[src/logic/sideband_pkg.sv]
// constants and carrier types for the module sideband control pins
package sideband_pkg;
  localparam int unsigned CLK_HZ        = 20_000_000;
  localparam int unsigned CYC_PER_MS    = CLK_HZ / 1000;
  localparam int unsigned CYC_PER_US    = CLK_HZ / 1_000_000;
  // supply-good to fully functional, longest allowed time
  localparam int unsigned POWER_UP_MS   = 2000;
  localparam int unsigned POWER_UP_CYC  = POWER_UP_MS * CYC_PER_MS;
  // initialisation interval after a host reset; plain default
  localparam int unsigned INIT_MS       = 2000;
  localparam int unsigned INIT_CYC      = INIT_MS * CYC_PER_MS;
  // minimum reset pulse length, least time; plain default
  localparam int unsigned MIN_RESET_US  = 10;
  localparam int unsigned MIN_RESET_CYC = MIN_RESET_US * CYC_PER_US;
  localparam int unsigned CNT_W         = 32;
  // idle levels of the synchronised pins after reset
  localparam logic [4:0]  PINS_RST      = 5'h1B;

  typedef struct packed {
    logic select_n;
    logic reset_n;
    logic low_power;
    logic scl;
    logic sda;
  } pins_t;

  typedef enum logic [1:0] {
    ST_POWERUP,
    ST_RUN,
    ST_HELD,
    ST_INIT
  } rst_state_t;
endpackage

[src/logic/module_sideband_control_pins.sv]
// sideband control and status pin logic of a pluggable optical module
//
// Overview of operation
// - while select is low, pass two-wire bus traffic to the management core
// - while select is high, never acknowledge nor drive the data line
// - an undriven select input reads as deselected through an internal pull-up
// - an undriven reset input reads inactive high through an internal pull-up
// - a long enough reset low restores all user settings to defaults
// - the initialisation interval starts when the reset input rises
// - at reset end clear data-not-ready and assert the interrupt
// - after power-up raise the same completion interrupt without a reset
// - low-power request high puts the module into its low-power state
// - presence output is low while the module is seated
// - interrupt pulled low on a fault or critical status condition
// - interrupt is only pulled low or released, never driven high
// - module is fully functional within 2000 ms of supply good
// - latched flags sit in the lower page and drive the interrupt
`timescale 1ns/10ps
module module_sideband_control_pins
#(
  parameter int unsigned POWER_UP_CYCLES  = sideband_pkg::POWER_UP_CYC,
  parameter int unsigned INIT_CYCLES      = sideband_pkg::INIT_CYC,
  parameter int unsigned MIN_PULSE_CYCLES = sideband_pkg::MIN_RESET_CYC
)
(
  input  wire logic i_clk,
  input  wire logic i_reset,
  input  wire logic i_module_select_n,
  input  wire logic i_module_select_hiz,
  input  wire logic i_module_reset_n,
  input  wire logic i_module_reset_hiz,
  input  wire logic i_low_power_request,
  input  wire logic i_scl,
  input  wire logic i_sda,
  input  wire logic i_core_sda_pull,
  input  wire logic i_flag_pending,
  input  wire logic i_flags_read,
  output logic      o_sda_out,
  output logic      o_sda_oe_n,
  output logic      o_core_scl,
  output logic      o_core_sda,
  output logic      o_present_n,
  output logic      o_interrupt_n_out,
  output logic      o_interrupt_n_oe_n,
  output logic      o_low_power,
  output logic      o_settings_reset,
  output logic      o_core_hold,
  output logic      o_data_not_ready
);
  import sideband_pkg::*;

  localparam logic [CNT_W-1:0] PWR_LOAD  = CNT_W'(POWER_UP_CYCLES - 1);
  localparam logic [CNT_W-1:0] INIT_LOAD = CNT_W'(INIT_CYCLES - 1);
  localparam logic [CNT_W-1:0] MIN_LAST  = CNT_W'(MIN_PULSE_CYCLES - 1);

  pins_t raw;
  pins_t pin_s;

  always_comb
  begin
    raw.select_n  = i_module_select_n | i_module_select_hiz;
    raw.reset_n   = i_module_reset_n | i_module_reset_hiz;
    raw.low_power = i_low_power_request;
    raw.scl       = i_scl;
    raw.sda       = i_sda;
  end

  pin_sync #(
    .W       (5),
    .RST_VAL (PINS_RST)
  ) u_sync (
    .i_clk    (i_clk),
    .i_reset  (i_reset),
    .i_async  (raw),
    .o_stable (pin_s)
  );

  // two-wire gating group
  logic sda_oe_n_r;
  logic sda_oe_n_nxt;
  logic core_scl_r;
  logic core_scl_nxt;
  logic core_sda_r;
  logic core_sda_nxt;
  logic selected;

  always_comb
  begin
    selected     = ~pin_s.select_n;
    // deselected modules see an idle bus so no start is ever decoded
    core_scl_nxt = selected ? pin_s.scl : 1'b1;
    core_sda_nxt = selected ? pin_s.sda : 1'b1;
    sda_oe_n_nxt = ~(selected & i_core_sda_pull);
  end

  always_ff @(posedge i_clk)
  begin
    if (i_reset)
    begin
      sda_oe_n_r <= 1'b1;
      core_scl_r <= 1'b1;
      core_sda_r <= 1'b1;
    end
    else
    begin
      sda_oe_n_r <= sda_oe_n_nxt;
      core_scl_r <= core_scl_nxt;
      core_sda_r <= core_sda_nxt;
    end
  end

  // reset sequencing group
  rst_state_t       st_r;
  rst_state_t       st_nxt;
  logic [CNT_W-1:0] cnt_r;
  logic [CNT_W-1:0] cnt_nxt;
  logic             settings_r;
  logic             settings_nxt;
  logic             dnr_r;
  logic             dnr_nxt;
  logic             init_end;

  always_comb
  begin
    st_nxt       = st_r;
    cnt_nxt      = cnt_r;
    settings_nxt = 1'b0;
    dnr_nxt      = dnr_r;
    init_end     = 1'b0;
    unique case (st_r)
      ST_POWERUP, ST_INIT:
      begin
        if (!pin_s.reset_n)
        begin
          // a new low during init restarts pulse qualification
          st_nxt  = ST_RUN;
          cnt_nxt = '0;
        end
        else if (cnt_r == '0)
        begin
          st_nxt   = ST_RUN;
          init_end = 1'b1;
          dnr_nxt  = 1'b0;
        end
        else
        begin
          cnt_nxt = cnt_r - CNT_W'(1);
        end
      end
      ST_RUN:
      begin
        if (pin_s.reset_n)
        begin
          cnt_nxt = '0;
          // a glitch that cut init short runs it again instead of hanging
          if (dnr_r)
          begin
            st_nxt  = ST_INIT;
            cnt_nxt = INIT_LOAD;
          end
        end
        else if (cnt_r == MIN_LAST)
        begin
          st_nxt       = ST_HELD;
          settings_nxt = 1'b1;
          dnr_nxt      = 1'b1;
          cnt_nxt      = '0;
        end
        else
        begin
          cnt_nxt = cnt_r + CNT_W'(1);
        end
      end
      ST_HELD:
      begin
        if (pin_s.reset_n)
        begin
          st_nxt  = ST_INIT;
          cnt_nxt = INIT_LOAD;
        end
      end
    endcase
  end

  always_ff @(posedge i_clk)
  begin
    if (i_reset)
    begin
      st_r       <= ST_POWERUP;
      cnt_r      <= PWR_LOAD;
      settings_r <= 1'b0;
      dnr_r      <= 1'b1;
    end
    else
    begin
      st_r       <= st_nxt;
      cnt_r      <= cnt_nxt;
      settings_r <= settings_nxt;
      dnr_r      <= dnr_nxt;
    end
  end

  // status and interrupt group
  logic done_r;
  logic done_nxt;
  logic int_oe_n_r;
  logic int_oe_n_nxt;
  logic lp_r;
  logic lp_nxt;
  logic hold_r;
  logic hold_nxt;

  always_comb
  begin
    // completion event wins over a clear in the same cycle
    done_nxt     = init_end | (done_r & ~i_flags_read);
    // status is meaningless until completion, so nothing is raised before
    int_oe_n_nxt = ~(~dnr_nxt & (done_nxt | i_flag_pending));
    lp_nxt       = pin_s.low_power;
    hold_nxt     = (st_nxt != ST_RUN);
  end

  always_ff @(posedge i_clk)
  begin
    if (i_reset)
    begin
      done_r     <= 1'b0;
      int_oe_n_r <= 1'b1;
      lp_r       <= 1'b0;
      hold_r     <= 1'b1;
    end
    else
    begin
      done_r     <= done_nxt;
      int_oe_n_r <= int_oe_n_nxt;
      lp_r       <= lp_nxt;
      hold_r     <= hold_nxt;
    end
  end

  // constant-low drive value held in one flip-flop for clean pins
  logic zero_r;

  always_ff @(posedge i_clk)
  begin
    zero_r <= 1'b0;
  end

  assign o_sda_out          = zero_r;
  assign o_sda_oe_n         = sda_oe_n_r;
  assign o_core_scl         = core_scl_r;
  assign o_core_sda         = core_sda_r;
  assign o_present_n        = zero_r;
  assign o_interrupt_n_out  = zero_r;
  assign o_interrupt_n_oe_n = int_oe_n_r;
  assign o_low_power        = lp_r;
  assign o_settings_reset   = settings_r;
  assign o_core_hold        = hold_r;
  assign o_data_not_ready   = dnr_r;
endmodule // module_sideband_control_pins

[src/logic/pin_sync.sv]
// three-stage pin synchroniser; output follows once stages two and three agree
`timescale 1ns/10ps
module pin_sync
#(
  parameter int unsigned W       = 1,
  parameter logic [W-1:0] RST_VAL = '0
)
(
  input  wire logic         i_clk,
  input  wire logic         i_reset,
  input  wire logic [W-1:0] i_async,
  output logic      [W-1:0] o_stable
);
  logic [W-1:0] ff1_r;
  logic [W-1:0] ff2_r;
  logic [W-1:0] ff3_r;
  logic [W-1:0] out_r;
  logic [W-1:0] out_nxt;

  genvar g;
  generate
    for (g = 0; g < W; g++)
    begin : g_bit
      always_comb
      begin
        out_nxt[g] = (ff2_r[g] == ff3_r[g]) ? ff3_r[g] : out_r[g];
      end
    end
  endgenerate

  always_ff @(posedge i_clk)
  begin
    if (i_reset)
    begin
      ff1_r <= RST_VAL;
      ff2_r <= RST_VAL;
      ff3_r <= RST_VAL;
      out_r <= RST_VAL;
    end
    else
    begin
      ff1_r <= i_async;
      ff2_r <= ff1_r;
      ff3_r <= ff2_r;
      out_r <= out_nxt;
    end
  end

  assign o_stable = out_r;
endmodule // pin_sync

[config.mk]
export PLATFORM = sky130hd
export DESIGN_NAME = module_sideband_control_pins
export DESIGN_NICKNAME = d
export VERILOG_FILES = /design/src/logic/sideband_pkg.sv /design/src/logic/module_sideband_control_pins.sv /design/src/logic/pin_sync.sv
export SDC_FILE = /design/constraint.sdc
export NUM_CORES = 1
export LEC_CHECK = 0
export BUFFER_PORTS_ARGS = -buffer_cell sky130_fd_sc_hd__buf_4
export CAP_MARGIN = 20
export CORE_UTILIZATION = 29
export DETAILED_ROUTE_END_ITERATION = 7
export GPL_ROUTABILITY_DRIVEN = 0
export SYNTH_ARGS = -nofsm -noshare
export SYNTH_HDL_FRONTEND = slang
export SYNTH_SLANG_ARGS = --single-unit
[constraint.sdc]
create_clock -name i_clk -period 5 [get_ports i_clk]
set_clock_uncertainty 0.1 [all_clocks]
set_input_delay 0 -clock i_clk [delete_from_list [all_inputs] [get_ports i_clk]]
set_output_delay 0 -clock i_clk [all_outputs]
set_load 0.01 [all_outputs]
==> results.toml <==
[status]
outcome = "complete, no violations"

[clock_network]
numCtsBuffers = 9
clkTransAtPathRegs_ns = 0.05
cts_tree = "yes"
cts_buffer_depth = 2
clk_latency_ns = 0.34
cts.sinks = 63
cts_root_buf = "clkbuf_16"
h-tree-depth = 3
cts_resized = 0

[placement]
dp_worst_setup_slack_ns = 1.93
placed_cell_area_mm2 = 0.00423
dpl.hpwl_um = 8440
dp.cells = 670
portBuffers = 19

[yosys]
synthSimpleGateAreaFrac_pct = 32.5
synth_compound_area_share_pct = 25.7
synthXorXnorAreaFrac_pct = 1.95
yosysUniqueCellTypes = 75
syn_inst = 512
synth-seq-area-share_pct = 31.3
avgSynthCellArea_um2 = 7.88
synth_top_area_share_pct = 31.3
yosys-mux-area-fraction_pct = 0.248
synthTopCellsByArea = "dfxtp_1 (31%), o21ai_0 (4.7%), a21oi_1 (4.1%)"
synth-async-reset-ratio_pct = 0
netlist_area_mm2 = 0.00403
synth_fa_ha_area_share_pct = 1.24
synth_top_area_cell = "dfxtp_1"
ys.flop_type = "dfxtp_1"
synth_top_family_by_area = "simple AND/OR/NAND/NOR gates"
synth_enable_flop_cells = 0
ys_warn_count = 0
ys_seq_elements = 63

[min_path]
hold_start = "i_reset"
min_path_type = "in -> reg"
hold_end = "done_r"
whs_path_depth = 2

[job]
maxCapViolations = 0

[sta]
rsz0062_at_grt = "false"
finalCritPeriodShare_pct = 66.7
fmax_mhz = 300
tns_ns = 0
fin_ws_ns = 1.67
tightestPinTransition_ns = 0.942
fin_crit_ns = 3.33
max-slew-margin-rel_pct = 37.0
hold_violations = 0
finalSetupViolations = 0
slew_viol_final = 0

[drt]
wirelength_um = 12500
remaining_drc_errors = 0
drt-pass1-iter-count = 5
drt-initial-drc-count = 605
vias_per_cell = 6.05
ant_nets = 0
routed-via-count = 4216
wl_per_cell_um = 17.9

[critical_path]
timing.rr.end = "o_interrupt_n_oe_n"
crit_buf_inv = 2
crit_slowest_cell = "nor4_2"
cp.depth = 7
r2r_start = "st_r[0]"
rr_worst_depth = 7
crit_arrival_ns = 3.45
cp.required_ns = 5.12
endpoint_kind = "flip-flop"
cp_top_family = "simple AND/OR/NAND/NOR gates"
crit_fanout = 19
cpPeakStageDelay_ns = 0.65
crit_path_start_kind = "flip-flop"
path_cells = "inv_1 > ha_1 > nand2_1 > nor4_2 > a21oi_1 > a21o_1 > dlygate4sd3_1"
critical_path_class = "reg -> reg"
r2r_slack_ns = 1.67

[finish]
drive_above_1_share_pct = 14.8
layout.cells.non_filler = 697
design_area_mm2 = 0.00466
syn_to_final_growth_pct = 15.6
n_antenna_cell = 0
fill_cells = 1397
final_nets = 532

[floorplan]
rows = 42
coreArea_mm2 = 0.0134
io_pins = 23
chipWidth_um = 120
die_area_mm2 = 0.0144
die_h_um = 120
start_util_pct = 30.1

[power_and_ir_drop]
total_leakage_power_uw = 0.00154
cellPowerDensity_mw_per_mm2 = 367
p_seq_share_pct = 36.8
p_switching_uw = 561
totalPowerFinal_uw = 1710
combPwrFrac_pct = 22.9
peakVddDrop_uv = 240
p_int_uw = 1150
swShare_pct = 32.8
p_clk_share_pct = 40.3

[grt]
groute.usage.overall_pct = 17.7
antenna_found_initial = 0
grt_overflow_total = 0
grt_pass1_vias = 3843
grt_pass1_wl_um = 20100
grt_max_degree = 51
[worst register-to-register path: cells and delay by family (launching register included)]
family                   cells  cell delay, ns
AO/OA/AOI/OAI                2            0.32
adder cells (fa/ha/maj)      1            0.64
buffers and inverters        2            0.63
AND/OR/NAND/NOR              2            1.20
flip-flops                   1            0.35
[cell usage after synthesis (all sizes together) (11+ instances only)]
| cell type | n |
|---|---|
| or3 | 14 |
| inv | 15 |
| clkbuf | 22 |
| a21oi | 33 |
| nand2 | 29 |
| nor4 | 20 |
| o21ai | 42 |
| nor3 | 32 |
| or2 | 13 |
| dfxtp | 63 |
| nor2 | 32 |
| buf | 22 |
| nand3 | 29 |
| and4 | 11 |
[power by group through the flow]
stage	Sequential (uW)	Clock, uW	Combinational (uW)
after floorplan	593	0	320
after global placement	633	0	371
after detailed placement	635	0	374
after CTS	625	704	384
after global routing	637	722	426
final	629	688	392
[stage by stage]
step | utilization [%] | hold slack, ns
floorplan | - | -0.0381
global placement | 31.5 | 0.0798
detailed placement | 31.6 | 0.0779
CTS | 34.8 | 0.0238
global route | 34.8 | 0.0637
finish | 34.8 | 0.0373
[layout by cell type (no fill, tap or decap), drive strengths merged, types with 6 or more instances in the layout]
cell type	instances
and3	8
nand2	29
nor2	32
clkbuf	11
nand4	8
or4	6
buf	24
a31oi	8
a211oi	8
and4	11
dlygate4sd3	11
o22ai	7
a21oi	33
nand3	29
nor4	20
o21ai	42
dfxtp	63
nor3	32
inv	15
nor2b	6
or3	14
or2	13
a221o	6
o31ai	6
[cells by family (layout without fill, tap and decap cells)]
logic type	after synthesis	count (layout)
AOI/OAI and AO/OA	154	154
muxes	1	1
DFF	63	63
other	1	3
xor gates and xnor gates	9	9
buffers and inverters	60	67
adders and majority gates	4	4
and+or+nand+nor	220	220
[cell type report]
type / instances / area [um2] / share of cell area [%]
Multi-Input combinational cell: 391 / 2510 / 53.8
Sequential cell: 63 / 1260 / 27.1
Timing Repair Buffer: 35 / 288 / 6.17
Clock buffer: 11 / 243 / 5.21
Tap cell: 176 / 220 / 4.72
Clock inverter: 5 / 81.3 / 1.74
Inverter: 16 / 60.1 / 1.29
[flip-flops by register name, indices dropped and copies added, names as in the netlist]
signal / cells
o_core_sda: 1
u_sync.o_stable: 5
u_sync.ff3_r: 5
u_sync.ff1_r: 5
cnt_r: 32
o_core_hold: 1
o_core_scl: 1
st_r: 2
o_data_not_ready: 1
o_settings_reset: 1
o_low_power: 1
o_sda_oe_n: 1
done_r: 1
o_interrupt_n_oe_n: 1
u_sync.ff2_r: 5
[routing by layer]
| layer | track usage (%) | share of wire [%] | vias to the layer above |
|---|---|---|---|
| met2 | 27.1 | 44 | 257 |
| met4 | 8.98 | 4.0 | 0 |
| met5 | 0 | 0 | - |
| met3 | 4.99 | 9.6 | 47 |
| met1 | 22.6 | 42 | 1967 |
| li1 | - | - | 1945 |
[what timing repair did]
item,in CTS,in global routing
endpoints found under the hold margin,8,0
hold buffers,11,0
buffers inserted,0,0
[worst max path at each step]
stage / from / endpoint / slack (ns)
final: st_r[0] / o_interrupt_n_oe_n / 1.67
after global routing: st_r[0] / o_interrupt_n_oe_n / 1.54
after CTS: st_r[0] / o_interrupt_n_oe_n / 1.78
after detailed placement: st_r[0] / cnt_r[19] / 1.93
after global placement: cnt_r[0] / cnt_r[13] / 1.95
after floorplan: cnt_r[1] / cnt_r[25] / 2.66
Note: power is estimated with default switching activity, not from simulation.
